**config.mk**
```make
export PLATFORM = sky130hd
export DESIGN_NAME = seq_manager
export DESIGN_NICKNAME = d
export VERILOG_FILES = /design/src/rtl/seq_ctrl_pkg.sv /design/src/rtl/seq_manager.sv /design/src/rtl/seq_code_decode.sv /design/src/rtl/seq_start_gate.sv
export SDC_FILE = /design/constraint.sdc
export NUM_CORES = 1
export LEC_CHECK = 0
export ABC_CLOCK_PERIOD_IN_PS = 2650
export BUFFER_PORTS_ARGS = -buffer_cell sky130_fd_sc_hd__clkbuf_2
export CAP_MARGIN = 10
export CORE_ASPECT_RATIO = 0.9
export CORE_MARGIN = 2
export CORE_UTILIZATION = 25
export DETAILED_ROUTE_END_ITERATION = 6
export PLACE_DENSITY_LB_ADDON = 0.08
export SKIP_CTS_REPAIR_TIMING = 1
export SYNTH_ARGS = -nofsm -noshare
export SYNTH_HDL_FRONTEND = slang
export SYNTH_SLANG_ARGS = --single-unit
```
**constraint.sdc**
```tcl
create_clock -name pclk -period 2.65 [get_ports pclk]
set_input_delay 0.265 -clock pclk [delete_from_list [all_inputs] [get_ports pclk]]
set_output_delay 0.265 -clock pclk [all_outputs]
set_load 0.01 [all_outputs]
```
**src/rtl/seq_ctrl_pkg.sv**
```systemverilog
// Operation
// RQ1: Expect-ack option only counts in transmit-then-receive
// RQ2: Option clear: any frame type accepted after transmit
// RQ3: Option set: only acknowledge accepted, others rejected
// RQ4: Hardware ack enable only in receive sequences
// RQ5: Ack disabled: no ack, sequence ends after frame
// RQ6: Ack enabled: send ack when conditions allow
// RQ7: Selector codes map to six sequences, two reserved
// RQ8: Writing idle aborts any sequence
// RQ9: Software writes idle between sequences
// RQ10: Non-idle selector writes ignored while sequence runs
// RQ11: Start immediately or at scheduled time
// RQ12: Timer enable low starts now, high waits compare
// RQ13: Reserved selector code does nothing, stays idle
package seq_ctrl_pkg;

	// Bus geometry
	localparam int unsigned ADDR_W = 12;
	localparam int unsigned DATA_W = 32;

	// Register indices; byte address is four times the index
	localparam logic [7:0] PHY_CTRL_ONE_IDX = 8'h03;
	localparam logic [7:0] SEQ_STATUS_IDX = 8'h20;
	localparam logic [ADDR_W-1:0] PHY_CTRL_ONE_ADDR =
		{2'h0, PHY_CTRL_ONE_IDX, 2'h0};
	localparam logic [ADDR_W-1:0] SEQ_STATUS_ADDR =
		{2'h0, SEQ_STATUS_IDX, 2'h0};

	// Control register fields and reset value
	localparam int unsigned TMR_EN_BIT = 7;
	localparam int unsigned EXP_ACK_BIT = 4;
	localparam int unsigned HW_ACK_BIT = 3;
	localparam int unsigned SEL_LSB = 0;
	localparam int unsigned SEL_W = 3;
	localparam logic [7:0] PHY_CTRL_ONE_RST = 8'h00;

	// Status register fields
	localparam int unsigned STS_SEQ_LSB = 0;
	localparam int unsigned STS_BUSY_BIT = 3;
	localparam int unsigned STS_ARMED_BIT = 4;
	localparam int unsigned STS_DONE_BIT = 5;
	localparam int unsigned STS_REJ_LSB = 8;
	localparam int unsigned REJ_CNT_W = 8;

	// Sequence selector codes
	localparam logic [SEL_W-1:0] SEQ_IDLE = 3'h0;
	localparam logic [SEL_W-1:0] SEQ_RX = 3'h1;
	localparam logic [SEL_W-1:0] SEQ_TX = 3'h2;
	localparam logic [SEL_W-1:0] SEQ_CCA = 3'h3;
	localparam logic [SEL_W-1:0] SEQ_TR = 3'h4;
	localparam logic [SEL_W-1:0] SEQ_CONTINUOUS_CHANNEL_ASSESS_SEQ = 3'h5;

	typedef struct packed {
		logic timer_start_enable;
		logic expect_ack_after_tx;
		logic hw_ack_reply_enable;
		logic [SEL_W-1:0] sequence_select;
	} phy_ctrl_one_s;

	typedef struct packed {
		logic rx;
		logic tx;
		logic cca;
		logic tr;
		logic continuous_channel_assess_seq;
	} seq_kind_s;

	// Events from the radio datapath and timer, same clock
	typedef struct packed {
		logic timer_cmp;
		logic tx_done;
		logic rx_frame_done;
		logic rx_frame_is_ack;
		logic ack_conditions_ok;
		logic cca_done;
		logic cca_channel_idle;
	} radio_evt_s;

	// Commands to the radio datapath
	typedef struct packed {
		logic tx_start;
		logic rx_on;
		logic cca_start;
		logic ack_tx_start;
		logic seq_done;
		logic frame_accept;
		logic frame_reject;
	} radio_cmd_s;

endpackage : seq_ctrl_pkg

```
**src/rtl/seq_manager.sv**
```systemverilog
`timescale 1ns/10ps
module seq_manager
	import seq_ctrl_pkg::*;
(
	// Clock and reset
	input wire logic pclk,
	input wire logic presetn,
	// APB slave
	input wire logic psel,
	input wire logic penable,
	input wire logic pwrite,
	input wire logic [ADDR_W-1:0] paddr,
	input wire logic [DATA_W-1:0] pwdata,
	output logic [DATA_W-1:0] prdata,
	output logic pready,
	output logic pslverr,
	// Radio datapath and timer
	input radio_evt_s evt,
	output radio_cmd_s cmd
);

	typedef enum logic [2:0] {
		ST_IDLE,
		ST_ARMED,
		ST_TX,
		ST_RX,
		ST_CCA,
		ST_ACK,
		ST_DONE
	} seq_state_e;

	seq_state_e state_reg;
	seq_state_e state_next;
	phy_ctrl_one_s ctrl_reg;
	phy_ctrl_one_s ctrl_next;
	phy_ctrl_one_s wr_ctrl;
	radio_cmd_s cmd_reg;
	radio_cmd_s cmd_next;
	logic [DATA_W-1:0] prdata_reg;
	logic [DATA_W-1:0] rdata_mux;
	logic [REJ_CNT_W-1:0] rej_cnt_reg;
	logic [REJ_CNT_W-1:0] rej_cnt_next;
	logic [7:0] ctrl_rd;
	logic [7:0] status_rd;

	// Reset image of the control fields; unimplemented bits dropped
	localparam phy_ctrl_one_s CTRL_RST = '{
		timer_start_enable: PHY_CTRL_ONE_RST[TMR_EN_BIT],
		expect_ack_after_tx: PHY_CTRL_ONE_RST[EXP_ACK_BIT],
		hw_ack_reply_enable: PHY_CTRL_ONE_RST[HW_ACK_BIT],
		sequence_select: PHY_CTRL_ONE_RST[SEL_LSB +: SEL_W]
	};

	// APB decode
	logic hit_ctrl;
	logic hit_status;
	logic hit_any;
	logic setup_rd;
	logic access;
	logic wr_ctrl_en;

	assign hit_ctrl = (paddr == PHY_CTRL_ONE_ADDR);
	assign hit_status = (paddr == SEQ_STATUS_ADDR);
	assign hit_any = hit_ctrl | hit_status;
	assign setup_rd = psel & ~penable & ~pwrite;
	assign access = psel & penable;
	assign wr_ctrl_en = access & pwrite & hit_ctrl;
	// Zero wait states; unmapped addresses answer with an error
	assign pready = 1'b1;
	assign pslverr = access & ~hit_any;
	assign prdata = prdata_reg;
	assign cmd = cmd_reg;

	// Decode of the written code and of the stored one
	seq_kind_s wr_kind;
	logic wr_valid;
	logic wr_idle;
	seq_kind_s cur_kind;
	logic cur_valid;
	logic cur_idle;

	seq_code_decode u_dec_wr (
		.code(pwdata[SEL_LSB +: SEL_W]),
		.kind(wr_kind),
		.valid(wr_valid),
		.is_idle(wr_idle)
	);

	seq_code_decode u_dec_cur (
		.code(ctrl_reg.sequence_select),
		.kind(cur_kind),
		.valid(cur_valid),
		.is_idle(cur_idle)
	);

	// Write classification
	logic st_idle;
	logic abort_wr;
	logic start_wr;
	logic sel_take;

	assign st_idle = (state_reg == ST_IDLE);
	// Idle code aborts from any state
	assign abort_wr = wr_ctrl_en & wr_idle; // [RQ8]
	// A sequence code is only taken when nothing is running or done;
	// software must pass through idle first
	assign start_wr = wr_ctrl_en & st_idle & wr_valid; // [RQ10] [RQ9]
	// Reserved codes leave the selector untouched
	assign sel_take = abort_wr | start_wr; // [RQ10] [RQ13]

	// Next control value: option bits always, selector gated
	assign wr_ctrl.timer_start_enable = pwdata[TMR_EN_BIT];
	assign wr_ctrl.expect_ack_after_tx = pwdata[EXP_ACK_BIT];
	assign wr_ctrl.hw_ack_reply_enable = pwdata[HW_ACK_BIT];
	assign wr_ctrl.sequence_select = sel_take ?
		pwdata[SEL_LSB +: SEL_W] : ctrl_reg.sequence_select;
	assign ctrl_next = wr_ctrl_en ? wr_ctrl : ctrl_reg;

	// Start gate: immediate or timer scheduled
	// Kept apart so an idle write can cancel a pending wait
	logic go;
	logic armed;

	seq_start_gate u_gate (
		.pclk(pclk),
		.presetn(presetn),
		.arm(start_wr),
		.timer_en(wr_ctrl.timer_start_enable),
		.timer_cmp(evt.timer_cmp),
		.cancel(abort_wr),
		.go(go),
		.waiting(armed)
	);

	// Effective options, gated by the running sequence
	logic exp_ack_eff;
	logic hw_ack_eff;
	logic frame_bad;
	logic send_ack;

	assign exp_ack_eff = ctrl_reg.expect_ack_after_tx & cur_kind.tr; // [RQ1]
	assign hw_ack_eff = ctrl_reg.hw_ack_reply_enable &
		(cur_kind.rx | cur_kind.tr); // [RQ4]
	// Non-ack frames only rejected when ack is expected
	assign frame_bad = exp_ack_eff & ~evt.rx_frame_is_ack; // [RQ2] [RQ3]
	assign send_ack = hw_ack_eff & evt.ack_conditions_ok; // [RQ5] [RQ6]

	// Kind that go launches: the freshly written one when immediate
	seq_kind_s go_kind;
	assign go_kind = start_wr ? wr_kind : cur_kind;

	// Which first command a launch issues; at most one is high
	logic launch_rx;
	logic launch_tx;
	logic launch_cca;

	assign launch_rx = go & go_kind.rx;
	assign launch_tx = go & (go_kind.tx | go_kind.tr);
	assign launch_cca = go & ~go_kind.rx & ~go_kind.tx & ~go_kind.tr;

	// Sequence state machine; abort has top priority
	always_comb begin
		state_next = state_reg;
		cmd_next = '0;
		cmd_next.rx_on = cmd_reg.rx_on;
		case (state_reg)
			ST_IDLE: begin
				// Timed start parks in armed until the compare
				if (start_wr && !go) begin
					state_next = ST_ARMED; // [RQ12]
				end
			end
			ST_ARMED: begin
				// Wait for the compare event
				// An idle write leaves through the abort below
			end
			ST_TX: begin
				if (evt.tx_done) begin
					if (cur_kind.tr) begin
						state_next = ST_RX;
						cmd_next.rx_on = 1'b1;
					end else begin
						state_next = ST_DONE;
						cmd_next.seq_done = 1'b1;
					end
				end
			end
			ST_RX: begin
				if (evt.rx_frame_done) begin
					if (frame_bad) begin
						// Keep listening for the ack
						cmd_next.frame_reject = 1'b1; // [RQ3]
					end else if (send_ack) begin
						cmd_next.frame_accept = 1'b1;
						cmd_next.rx_on = 1'b0;
						cmd_next.ack_tx_start = 1'b1; // [RQ6]
						state_next = ST_ACK;
					end else begin
						// Ends right after the frame
						cmd_next.frame_accept = 1'b1; // [RQ2]
						cmd_next.rx_on = 1'b0;
						cmd_next.seq_done = 1'b1; // [RQ5]
						state_next = ST_DONE;
					end
				end
			end
			ST_CCA: begin
				if (evt.cca_done) begin
					if (cur_kind.continuous_channel_assess_seq && !evt.cca_channel_idle) begin
						// Continuous: measure again until idle
						cmd_next.cca_start = 1'b1;
					end else begin
						cmd_next.seq_done = 1'b1;
						state_next = ST_DONE;
					end
				end
			end
			ST_ACK: begin
				if (evt.tx_done) begin
					cmd_next.seq_done = 1'b1;
					state_next = ST_DONE;
				end
			end
			ST_DONE: begin
				// Held until software writes idle
			end
			default: begin
				state_next = ST_IDLE;
			end
		endcase
		// Launch a sequence, immediate or timed
		if (launch_rx) begin
			state_next = ST_RX;
			cmd_next.rx_on = 1'b1;
		end
		if (launch_tx) begin
			state_next = ST_TX;
			cmd_next.tx_start = 1'b1;
		end
		if (launch_cca) begin
			state_next = ST_CCA;
			cmd_next.cca_start = 1'b1;
		end
		if (abort_wr) begin
			state_next = ST_IDLE; // [RQ8]
			cmd_next = '0;
		end
	end

	// Count of frames rejected while expecting an ack; saturates so a
	// flood of foreign frames cannot wrap it back to a small value
	logic rej_full;

	assign rej_full = (rej_cnt_reg == '1);
	assign rej_cnt_next = abort_wr ? '0 :
		(cmd_next.frame_reject && !rej_full) ?
		rej_cnt_reg + 1'b1 : rej_cnt_reg;

	// Status flags; busy only while the radio is being driven
	logic st_done;
	logic st_busy;
	logic [SEL_W-1:0] sel_shown;

	assign st_done = (state_reg == ST_DONE);
	assign st_busy = ~st_idle & (state_reg != ST_ARMED) & ~st_done;
	// A reserved code is never stored; idle shown if it ever were
	assign sel_shown = cur_valid ? ctrl_reg.sequence_select : SEQ_IDLE;

	// Read data; unmapped reads return zero beside the error
	assign ctrl_rd = {ctrl_reg.timer_start_enable, 2'h0,
		ctrl_reg.expect_ack_after_tx, ctrl_reg.hw_ack_reply_enable,
		ctrl_reg.sequence_select};
	assign status_rd = {2'h0, st_done, armed, st_busy, sel_shown};
	assign rdata_mux = hit_ctrl ? {24'h000000, ctrl_rd} :
		hit_status ? {16'h0000, rej_cnt_reg, status_rd} : 32'h00000000;

	// State, registers and commands
	always_ff @(posedge pclk or negedge presetn) begin
		if (!presetn) begin
			state_reg <= ST_IDLE;
			ctrl_reg <= CTRL_RST;
			cmd_reg <= '0;
			rej_cnt_reg <= '0;
		end else begin
			state_reg <= state_next;
			ctrl_reg <= ctrl_next;
			cmd_reg <= cmd_next;
			rej_cnt_reg <= rej_cnt_next;
		end
	end

	// Read data captured in setup so it stands through access
	always_ff @(posedge pclk or negedge presetn) begin
		if (!presetn) begin
			prdata_reg <= '0;
		end else if (setup_rd) begin
			prdata_reg <= rdata_mux;
		end
	end

endmodule : seq_manager

```
**src/rtl/seq_code_decode.sv**
```systemverilog
`timescale 1ns/10ps
module seq_code_decode
	import seq_ctrl_pkg::*;
(
	// Selector code in
	input wire logic [SEL_W-1:0] code,
	// Decoded sequence
	output seq_kind_s kind,
	output logic valid,
	output logic is_idle
);

	// One-hot sequence decode; reserved codes give nothing
	assign kind.rx = (code == SEQ_RX); // [RQ7]
	assign kind.tx = (code == SEQ_TX); // [RQ7]
	assign kind.cca = (code == SEQ_CCA); // [RQ7]
	assign kind.tr = (code == SEQ_TR); // [RQ7]
	assign kind.continuous_channel_assess_seq = (code == SEQ_CONTINUOUS_CHANNEL_ASSESS_SEQ); // [RQ7]
	assign is_idle = (code == SEQ_IDLE);
	// Reserved codes are neither idle nor a sequence
	assign valid = |kind; // [RQ13]

endmodule : seq_code_decode

```
**src/rtl/seq_start_gate.sv**
```systemverilog
`timescale 1ns/10ps
module seq_start_gate (
	// Clock and reset
	input wire logic pclk,
	input wire logic presetn,
	// Requests
	input wire logic arm,
	input wire logic timer_en,
	input wire logic timer_cmp,
	input wire logic cancel,
	// Results
	output logic go,
	output logic waiting
);

	logic waiting_reg;
	logic waiting_next;

	// Immediate start, or held until the compare event
	assign go = (arm & ~timer_en) |
		(waiting_reg & timer_cmp & ~cancel); // [RQ11] [RQ12]
	assign waiting_next = cancel ? 1'b0 :
		(arm & timer_en) ? 1'b1 :
		(timer_cmp ? 1'b0 : waiting_reg); // [RQ12]
	assign waiting = waiting_reg;

	// Armed flag
	always_ff @(posedge pclk or negedge presetn) begin
		if (!presetn) begin
			waiting_reg <= 1'b0;
		end else begin
			waiting_reg <= waiting_next;
		end
	end

endmodule : seq_start_gate

```
### Word level (Yosys, flattened, before mapping)

Cells that the tools add are included.

| storage, ports and cells | value |
|---|---|
| register bits | 57 |
| input bits | 56 |
| logic and storage cells | 153 |

| operators by class | value |
|---|---|
| add/sub/neg operators | 1 |
| eq/ne operators | 32 |
| multiplexer cells | 48 |
| bitwise operators | 40 |
| reductions and logical operators | 17 |

Operator list:

| operator | count |
|---|---|
| $mux 3 | 14 |
| $ne 6x6->1 const B | 6 |
| $mux 16 | 2 |
| $and 1x1->1 | 24 |
| $mux 1 | 22 |
| $eq 3x3->1 const B | 7 |
| $eq 3x2->1 const B | 6 |
| $pmux 3 s6 | 1 |
| $mux 8 | 2 |
| $ne 4x4->1 const B | 4 |
| $eq 12x4->1 const B | 1 |
| $eq 12x8->1 const B | 1 |
| $not 1->1 | 11 |
| $reduce_or 5->1 | 2 |
| $eq 3x1->1 const B | 3 |
| $add 8x1->8 const B | 1 |
| $eq 8x8->1 const B | 1 |
| $reduce_and 8->1 | 1 |
| $mux 7 | 1 |
| $logic_not 3->1 | 2 |
| $ne 6x1->1 const B | 1 |
| $mux 5 | 1 |
| $ne 5x1->1 const B | 1 |
| $or 1x1->1 | 5 |
| other kinds (13) | 18 |

### Depth between registers and ports, before layout

Gate-level depths: netlist (run 1).

| logic depth | value |
|---|---|
| depth after elaboration | 15 |
| mapped depth | 8 |
| mapped depth without buffers | 7 |

### Modules after synthesis

A second synthesis (run 1) with hierarchy kept.

| second synthesis, totals | value |
|---|---|
| cell total of the unflattened synthesis | 260 |
| area, all modules | 2,456.1 sq um |

Modules (own cells, without submodules):

| module | instances | cells each | area an instance (sq um) | seq. area each (sq um) |
|---|---|---|---|---|
| seq_manager | 1 | 239 | 2,283.4 | 975.9 |
| seq_code_decode | 2 | 7 | 57.6 | 0.0 |
| seq_start_gate | 1 | 7 | 57.6 | 25.0 |

### Worst setup path before layout (run 1)

Ideal clock, no wire load.

| path | value |
|---|---|
| path type | register to register |
| from | register state_reg[0] |
| to | register state_reg[2] |
| library setup time | 0.101 ns |
| data arrival time | 1.880 ns |
| data required time | 2.549 ns |
| setup slack | 0.669 ns |
| stages on the path, launching flop included | 8 |
| path buffers | 1 |
| period minus slack after synthesis | 1.981 ns |
| cells stage by stage | dfrtp_1 -> buf_2 -> or3_4 -> a211oi_4 -> nand2_2 -> and3_1 -> or3_1 -> o32ai_1 |

| on the way | value |
|---|---|
| longest elaborated chain between the ends | 10 |

RTL lines:

| element | RTL line | text |
|---|---|---|
| from (decl) | seq_manager.sv:32 | `seq_state_e state_reg;` |
| from (signal assigned) | seq_manager.sv:285 | `state_reg <= state_next;` |
| $logic_not 3->1 | seq_manager.sv:102, seq_manager.sv:166 |  |
| $and 1x1->1 (2 in a row) | seq_manager.sv:107 | `assign start_wr = wr_ctrl_en & st_idle & wr_valid;` |
| $and 1x1->1 / $mux 5 (equally long branches) | seq_start_gate.sv:20, seq_manager.sv:150 |  |
| $or 1x1->1 / $not 1->1 (equally long branches) | seq_start_gate.sv:20, seq_manager.sv:159 |  |
| $and 1x1->1, on equally long branches | seq_manager.sv:159, seq_manager.sv:157 |  |
| $and 1x1->1 / $mux 3 (equally long branches) | seq_manager.sv:159, seq_manager.sv:232 |  |
| $and 1x1->1 / $mux 3 (equally long branches) | seq_manager.sv:159, seq_manager.sv:236 |  |
| $ne 6x6->1 (no source line) (tied with other cells) | - |  |
| $reduce_and 8->1 (no source line) / $mux 3 (equally long branches) | - |  |

Several ways; a longest one is shown, not always the timed one.
A chain may end at the register's enable or synchronous reset.

### Final worst setup path (run 1)

Same ends and word-level chain as after synthesis.

==> results of run 1 <==
[power by group through the flow]
stage,sequential (mW),clock (mW),combinational (mW)
finish,0.674,0.705,0.504
global route,0.682,0.759,0.579
CTS,0.674,0.733,0.509
detailed placement,0.685,0,0.507
global placement,0.686,0,0.514
floorplan,0.671,0,0.379
[path summary, 6_finish.rpt]
check,start,cells after the start,slack (ps),to
max in group asynchronous,presetn,2,2220,rej_cnt_reg[7]$_DFFE_PN0P_
min reg2reg,prdata[13]$_DFFE_PN0P_,2,460,prdata[13]$_DFFE_PN0P_
min in group pclk,pwdata[4],3,180,ctrl_rd[4]$_DFFE_PN0P_
max reg2reg,state_reg[0]$_DFFE_PN0P_,6,510,state_reg[2]$_DFFE_PN0P_
min,presetn,2,20,cmd[6]$_DFF_PN0_
max,state_reg[0]$_DFFE_PN0P_,6,510,state_reg[2]$_DFFE_PN0P_
[metrics by stage]
step | setup WS [ps] | area [sq um]
final | 510 | 3040
after global routing | 334 | 3040
after CTS | 500 | 3040
after detailed placement | 453 | 2870
after global placement | 439 | 2870
after floorplan | 669 | 2600
[cell type report]
cell class	instances	area share (%)
clock buffer	5	4.11
clock inverter	3	1.56
inverter	4	0.493
multi-input combinational	235	45.0
sequential	40	32.9
tap	126	5.18
timing repair buffer	61	10.8
[synthesized netlist by cell type (2+ instances only)]
| master | count |
|---|---|
| buf_4 | 18 |
| conb_1 | 2 |
| nor2_1 | 22 |
| nor4_1 | 2 |
| nand4_1 | 3 |
| o31ai_1 | 2 |
| nor3b_1 | 5 |
| xnor2_1 | 9 |
| nand2_1 | 54 |
| inv_1 | 4 |
| mux2_2 | 3 |
| a21oi_1 | 12 |
| or2_2 | 2 |
| buf_2 | 3 |
| a31oi_1 | 3 |
| a21o_1 | 2 |
| o31a_1 | 2 |
| o21ai_0 | 13 |
| or3_1 | 2 |
| and3_1 | 6 |
| nor4b_1 | 2 |
| dfrtp_1 | 40 |
| o21bai_1 | 2 |
| clkbuf_1 | 14 |
| nand3_1 | 19 |
| a211o_1 | 3 |
| and2_1 | 3 |
| nor4_4 | 3 |
| nand2b_1 | 6 |
| nor3_1 | 12 |
[kinds of logic after synthesis]
logic type      Yosys count  share of synthesized area, %
simple gates            153                          32.7
compound gates           50                          13.3
flops                    40                          39.4
buf+inv                  40                          9.02
xor+xnor                  9                          3.11
mux                       4                          1.72
other cells               2                         0.296
fa+ha+maj                 1                         0.493
[metal layers]
layer  track usage [%]  part of all wire (%)  up-vias
li1                  -                     -     1110
met1              20.5                    52     1006
met2              18.6                    42       55
met3              2.42                   5.1        5
met4              3.17                  0.98        0
met5                 0                     0        -
[worst reg2reg max path: stages, from the launching register on]
cell and delay [ps]:
dfrtp_1 480, or3_4 450, a211oi_4 220, nand2_2 100, and3_1 170, or3_1 330, o32ai_1 290
==> flow_summary.yaml, run 1 <==
critical_path:
  worstSetupEndpointType: "flop"
  critPathSlowestCell: "dfrtp_1"
  required_ps: 2840
  cp_num_buf_inv: 0
  cp_cell_sequence: "or3_4 > a211oi_4 > nand2_2 > and3_1 > or3_1 > o32ai_1"
  crit_family: "simple AND/OR/NAND/NOR gates"
  crit_fanout: 10
  startpoint_type: "flop"
  cpPeakStageDelay_ps: 480
  worst_ep_arrival_time_ps: 2330
  worstSetupPathType: "flop to flop"
synth:
  synth.distinct_cells: 56
  synth_largest_area_cell: "dfrtp_1"
  yosysSeqAreaShare_pct: 39.4
  ys_top_cells_by_area: "dfrtp_1 39%, nand2_1 8.0%, buf_4 5.3%"
  ys_ff_latch: 40
  synth_ff_type: "dfrtp_1"
  avgSynthCellArea_sq_um: 8.49
  synth-edff-count: 0
  ys_warn_count: 0
  async_reset_ff_share_pct: 100
  synthesis.area_sq_mm: 0.00254
  syn_inst: 299
  yosysTopAreaCellShare_pct: 39.4
power:
  p_leak_nw: 1.44
  p_switching_uw: 585
  p_int_mw: 1.30
  cellPowerDensity_mw_per_mm2: 619
  seqPwrFrac_pct: 35.8
  ir_drop_mv: 0.286
  comb_power_share_pct: 26.8
  power_frac_clock_pct: 37.4
  netSwitchingFraction_pct: 31.1
  p_total_mw: 1.88
sta:
  fin_crit_sh_pct: 80.8
  hold_viol: 0
  clock.fmax_ghz: 0.467
  tns_ps: 0
  maxSlewHeadroom_pct: 57.2
  fin_worst_skew_ps: 7.49
  setup_viol_count_final: 0
  final.min_clock_period_ps: 2140
  hold_slack_ps: 22.4
  drv_slew: 0
  rsz0062_at_grt: "false"
  worst_pin_slew_ps: 636
routing:
  routedWlPerCell_um: 14.1
  viasPerCell: 4.59
  ant_nets: 0
  first_pass_iters: 4
  remaining_drc_errors: 0
  drt_wl_total_mm: 6.66
  vias: 2176
  drt_iter0_markers: 148
die:
  ioPinCount: 97
  die_area_sq_mm: 0.0110
  fp-row-count: 34
  die_w_um: 110
  coreArea_sq_mm: 0.00978
  die_h_um: 99.6
  start_util_pct: 25.9
cts:
  cts.path.max_buffers: 2
  worst_skew_pair.late_latency_ps: 280
  cts_root_buffer: "clkbuf_16"
  clkSlewWorstSetupHoldPaths_ps: 60
  clock-sinks: 40
  cts_tree: "yes"
  cts-htree-levels: 2
  cts-buffers-inserted: 5
final_layout:
  fillers: 1056
  multi_input_area_sq_mm: 0.00137
  regArea_sq_mm: 0.00100
  layout_common_cells: "54 x nand2_1, 52 x clkbuf_2, 40 x dfrtp_1"
  drive_above_1_share_pct: 24.4
  largest_register_ff_count: 15
  nets: 404
  insertedDiodeCount: 0
  area_growth_pct: 19.9
  finalNonFillerCells: 474
  final_util_pct: 31.1
  mostFrequentLayoutCell: "nand2_1"
status:
  run_status: "complete, no violations"
global_route:
  grt_pass1_vias: 2085
  grt_pass1_wl_mm: 11.1
  antenna_found_initial: 0
  grt_use_total_pct: 13.2
  gr-total-overflow: 0
  grt_max_degree: 41
place:
  dp_hpwl_mm: 5.11
  placed_cells: 466
  portBuffers: 52
  place_congestion: 0.764
flow_run:
  maxCapViolations: 0
hold_path:
  hold_path_class: "primary input to asynchronous set/reset pin"
Power figures use the tool's default switching activity.
==> inputs of run 2 (changes only) <==
--- a/config.mk
+++ b/config.mk
@@ -5,7 +5,7 @@
 export SDC_FILE = /design/constraint.sdc
 export NUM_CORES = 1
 export LEC_CHECK = 0
-export ABC_CLOCK_PERIOD_IN_PS = 2650
+export ABC_CLOCK_PERIOD_IN_PS = 1800
 export BUFFER_PORTS_ARGS = -buffer_cell sky130_fd_sc_hd__clkbuf_2
 export CAP_MARGIN = 10
 export CORE_ASPECT_RATIO = 0.9
==> constraint.sdc (replaced) <==
create_clock -name pclk -period 1.8 [get_ports pclk]
set_input_delay 0.18 -clock pclk [delete_from_list [all_inputs] [get_ports pclk]]
set_output_delay 0.18 -clock pclk [all_outputs]
set_load 0.01 [all_outputs]
==> run 2 against run 1 <==
Against the previous run:
- the flow now finishes with violations (negative setup slack)
- sequential cell count did not move
- global-route usage rose by 0.68 points
- register-to-register slack got worse by 670 ps
- critical endpoint is now state_reg[0]$_DFFE_PN0P_
==> flow_summary.yaml, run 2 (same netlist as run 1, synthesis figures left out) <==
status:
  run_status: "complete, but fails checks"
  violations: "negative setup slack"
routing:
  vias: 2375
  drt_wl_total_mm: 7.27
  drt_iter0_markers: 156
  routedWlPerCell_um: 13.9
  first_pass_iters: 4
  ant_nets: 0
  viasPerCell: 4.54
  remaining_drc_errors: 0
cts:
  worst_skew_pair.late_latency_ps: 290
  clock-sinks: 40
  cts_tree: "yes"
  clkSlewWorstSetupHoldPaths_ps: 60
  cts-buffers-inserted: 5
  cts_root_buffer: "clkbuf_16"
  cts-htree-levels: 2
  cts.path.max_buffers: 2
hold_path:
  hold_depth: 3
  hp-start: "pwdata[4]"
  hold_path_class: "primary input to flop"
  whs_endpoint: "ctrl_rd[4]$_DFFE_PN0P_"
die:
  die_area_sq_mm: 0.0110
  start_util_pct: 25.9
  coreArea_sq_mm: 0.00978
  die_w_um: 110
  fp-row-count: 34
  die_h_um: 99.6
  ioPinCount: 97
global_route:
  antenna_found_initial: 0
  gr-total-overflow: 0
  grt_use_total_pct: 13.9
  grt_pass1_wl_mm: 11.7
  grt_pass1_vias: 2261
  grt_max_degree: 23
final_layout:
  insertedDiodeCount: 0
  largest_register_ff_count: 15
  mostFrequentLayoutCell: "buf_4"
  final_util_pct: 35.7
  area_growth_pct: 37.4
  finalNonFillerCells: 523
  fillers: 1035
  drive_above_1_share_pct: 37.3
  nets: 453
  layout_common_cells: "57 x buf_4, 54 x nand2_1, 52 x clkbuf_2"
critical_path:
  cpPeakStageDelay_ps: 430
  r2r-end: "state_reg[0]$_DFFE_PN0P_"
  worstSetupEndpointType: "flop"
  r2r_start: "state_reg[1]$_DFFE_PN0P_"
  crit_fanout: 4
  startpoint_type: "flop"
  critPathSlowestCell: "or3_4"
  ff2ff_setup_slack_ps: -160
  cp_cell_sequence: "or3_4 > a211o_1 > nor3_1 > a21oi_2 > o221ai_1 > and4b_1"
  worst_ep_arrival_time_ps: 2180
  required_ps: 2020
  reg2reg_depth: 6
  worstSetupPathType: "flop to flop"
sta:
  final.min_clock_period_ps: 1960
  rsz0062_at_grt: "true"
  clock.fmax_ghz: 0.511
  fin_crit_sh_pct: 109
  maxSlewHeadroom_pct: 63.4
  drv_slew: 0
  tns_ps: -677
  setup_viol_count_final: 9
  setup_ws_ps: -157
  fin_worst_skew_ps: 3.10
  hold_viol: 0
  worst_pin_slew_ps: 548
flow_run:
  maxCapViolations: 0
place:
  pre_cts_ws_ps: -145
  place_congestion: 0.866
  placed_cells: 513
  dp_hpwl_mm: 5.73
  portBuffers: 52
power:
  p_leak_nw: 1.67
  cellPowerDensity_mw_per_mm2: 823
  ir_drop_mv: 0.581
==> run 2: worst max-delay path by stage <==
stage / from / to / cells after the start
final: state_reg[1]$_DFFE_PN0P_ / state_reg[0]$_DFFE_PN0P_ / 6
after global routing: state_reg[1]$_DFFE_PN0P_ / state_reg[2]$_DFFE_PN0P_ / 6
after CTS: state_reg[1]$_DFFE_PN0P_ / state_reg[2]$_DFFE_PN0P_ / 6
after detailed placement: paddr[9] / state_reg[2]$_DFFE_PN0P_ / 8
after global placement: paddr[9] / state_reg[2]$_DFFE_PN0P_ / 8
after floorplan: state_reg[0]$_DFFE_PN0P_ / state_reg[2]$_DFFE_PN0P_ / 7
==> run 2: area by class of cell <==
cell class	instances	area, sq um	area share [%]
multi-input cells	235	1460	41.9
well taps	126	158	4.52
inverters	4	15.0	0.430
clock buffers	6	139	3.98
clock inverters	2	15.0	0.430
repair buffers	110	698	20.0
flip-flops and latches	40	1000	28.7
==> run 2: layer usage <==
metal	global-route usage [%]	vias up	routed length, um
li1	-	1206	-
met5	0	-	0
met2	20.2	59	3080
met3	2.56	7	333
met1	20.8	1103	3770
met4	3.75	0	82
==> run 2: through the flow <==
stage | power [mW] | area (sq um) | hold slack, ps
6_report | 2.87 | 3490 | 85.8
3_5_place_dp | 1.88 | 3260 | 196
4_1_cts | 2.84 | 3420 | -121
2_1_floorplan | 1.56 | 2650 | -116
3_3_place_gp | 1.89 | 3260 | 191
5_1_grt | 3.05 | 3490 | 98.7
==> run 2: power by group <==
group / internal [mW] / switching (mW) / leakage, nW / total (mW)
logic: 0.433 / 0.526 / 1.05 / 0.959
clock network: 0.552 / 0.384 / 0.0691 / 0.936
registers: 0.950 / 0.0241 / 0.552 / 0.974
total: 1.93 / 0.935 / 1.67 / 2.87
==> run 2: critical path, delay by kind of cell (launching register included) <==
kind            cells  cell delay, ps
simple gates        3             920
flops               1             380
compound gates      3             590
==> inputs of run 3 (changes only) <==
--- a/config.mk
+++ b/config.mk
@@ -10,7 +10,7 @@
 export CAP_MARGIN = 10
 export CORE_ASPECT_RATIO = 0.9
 export CORE_MARGIN = 2
-export CORE_UTILIZATION = 25
+export CORE_UTILIZATION = 39
 export DETAILED_ROUTE_END_ITERATION = 6
 export PLACE_DENSITY_LB_ADDON = 0.08
 export SKIP_CTS_REPAIR_TIMING = 1
==> run 3 against run 2 <==
Against the previous run:
- the flow still finishes with violations (negative setup slack)
- combinational power is 2.7% higher
- cell area is 1.9% lower
- via count is 0.88% lower
- clock-buffer cell count is 1 lower
- critical endpoint is now state_reg[2]$_DFFE_PN0P_
==> flow_summary.yaml, run 3 (same netlist as run 1, synthesis figures left out) <==
sta:
  hold_slack_ps: 61.1
  setup_ws_ps: -196
  fin_worst_skew_ps: 11.5
  setup_viol_count_final: 5
  rsz0062_at_grt: "true"
  maxSlewHeadroom_pct: 65.3
  final.min_clock_period_ps: 2000
  fin_crit_sh_pct: 111
  clock.fmax_ghz: 0.501
  drv_slew: 0
  tns_ps: -659
  worst_pin_slew_ps: 519
  hold_viol: 0
final_layout:
  nets: 447
  layout_common_cells: "53 x nand2_1, 52 x clkbuf_2, 48 x buf_4"
  insertedDiodeCount: 0
  mostFrequentLayoutCell: "nand2_1"
  area_growth_pct: 34.7
  fillers: 620
  drive_above_1_share_pct: 38.1
  largest_register_ff_count: 15
flow_run:
  maxCapViolations: 0
power:
  netSwitchingFraction_pct: 33.2
  seqPwrFrac_pct: 35.5
  p_int_mw: 1.82
  p_leak_nw: 1.64
  cellPowerDensity_mw_per_mm2: 797
  p_switching_uw: 904
  comb_power_share_pct: 36.1
  p_total_mw: 2.73
  ir_drop_mv: 0.719
  power_frac_clock_pct: 28.4
hold_path:
  hold_path_class: "primary input to flop"
global_route:
  grt_pass1_wl_mm: 10.4
  grt_use_total_pct: 19.0
  grt_max_degree: 21
  grt_pass1_vias: 2093
  gr-total-overflow: 0
  antenna_found_initial: 0
routing:
  viasPerCell: 4.92
  vias: 2354
  routedWlPerCell_um: 13.6
  drt_iter0_markers: 116
  first_pass_iters: 4
  remaining_drc_errors: 0
  drt_wl_total_mm: 6.52
  ant_nets: 0
die:
  die_h_um: 80.5
  ioPinCount: 97
  fp-row-count: 27
  coreArea_sq_mm: 0.00622
  die_area_sq_mm: 0.00717
  start_util_pct: 40.8
  die_w_um: 89.0
place:
  dp_hpwl_mm: 5.00
  place_congestion: 0.894
  portBuffers: 52
critical_path:
  startpoint_type: "flop"
  cp_num_buf_inv: 0
  cp_cell_sequence: "or3_4 > a211oi_4 > nand2_2 > and3_1 > or3_4 > o32ai_2"
  cpPeakStageDelay_ps: 430
  worstSetupEndpointType: "flop"
  critPathSlowestCell: "or3_4"
  required_ps: 2010
  worst_ep_arrival_time_ps: 2210
  crit_family: "simple AND/OR/NAND/NOR gates"
  crit_fanout: 3
  worstSetupPathType: "flop to flop"
  cp_common_cell: "or3_4"
cts:
  cts_tree: "yes"
  cts-buffers-inserted: 5
  worst_skew_pair.late_latency_ps: 310
  clock-sinks: 40
  cts_root_buffer: "clkbuf_8"
  cts.path.max_buffers: 2
  clkSlewWorstSetupHoldPaths_ps: 90
  cts-htree-levels: 2
status:
  violations: "negative setup slack"
  run_status: "complete, but fails checks"
==> run 3: cell count changes in the layout (fill, tap and decap cells not counted), moves of 2 or more <==
cell       delta
buf_4         -9
clkbuf_16     -5
clkbuf_8      +4
buf_6         +2
nor3_1        -2
nor3_2        +2
o21ai_1       -2
o21ai_2       +2
==> run 3: worst paths after layout <==
kind	startpoint	end	slack (ps)	cells past startpoint
max	state_reg[1]$_DFFE_PN0P_	state_reg[2]$_DFFE_PN0P_	-200	6
max reg2reg	state_reg[1]$_DFFE_PN0P_	state_reg[2]$_DFFE_PN0P_	-200	6
max in group asynchronous	presetn	rej_cnt_reg[2]$_DFFE_PN0P_	1000	3
min in group asynchronous	presetn	ctrl_rd[4]$_DFFE_PN0P_	320	2
min	pwdata[3]	ctrl_rd[3]$_DFFE_PN0P_	60	3
min reg2reg	prdata[8]$_DFFE_PN0P_	prdata[8]$_DFFE_PN0P_	470	2
==> run 3: worst min-delay path: stages <==
cell	delay, ps
clkbuf_2	70
nand2_1	40
nand2_1	50
==> run 3: cell type report <==
| type | count | area (sq um) | share of cell area [%] |
|---|---|---|---|
| timing repair buffer | 104 | 673 | 19.7 |
| sequential | 40 | 1000 | 29.3 |
| inverter | 4 | 15.0 | 0.439 |
| clock inverter | 3 | 46.3 | 1.35 |
| multi-input combinational | 235 | 1510 | 44.1 |
| clock buffer | 5 | 68.8 | 2.01 |
| tap | 87 | 109 | 3.18 |
==> run 3: layer usage <==
layer / global-route usage (%) / vias up / wire length, um
met3: 4.11 / 5 / 379
met1: 29.0 / 1082 / 3440
met4: 4.03 / 0 / 60
li1: - / 1197 / -
met5: 0 / - / 0
met2: 27.3 / 70 / 2630
==> run 3: power groups by stage <==
stage | logic (mW) | clock network, mW | registers, mW
4_1_cts | 0.902 | 0.798 | 0.969
6_report | 0.985 | 0.773 | 0.968
2_1_floorplan | 0.574 | 0 | 0.991
3_3_place_gp | 0.894 | 0 | 0.986
5_1_grt | 1.06 | 0.832 | 0.973
3_5_place_dp | 0.895 | 0 | 0.988
==> run 3: through the flow <==
stage	util [%]	std cells	instance area, sq um	worst slack [ps]
floorplan	-	315	2650	-164
global placement	51.1	466	3180	-174
detailed placement	51.1	466	3180	-144
CTS	53.0	474	3290	-206
global route	55.0	478	3420	-244
finish	55.0	478	3420	-196
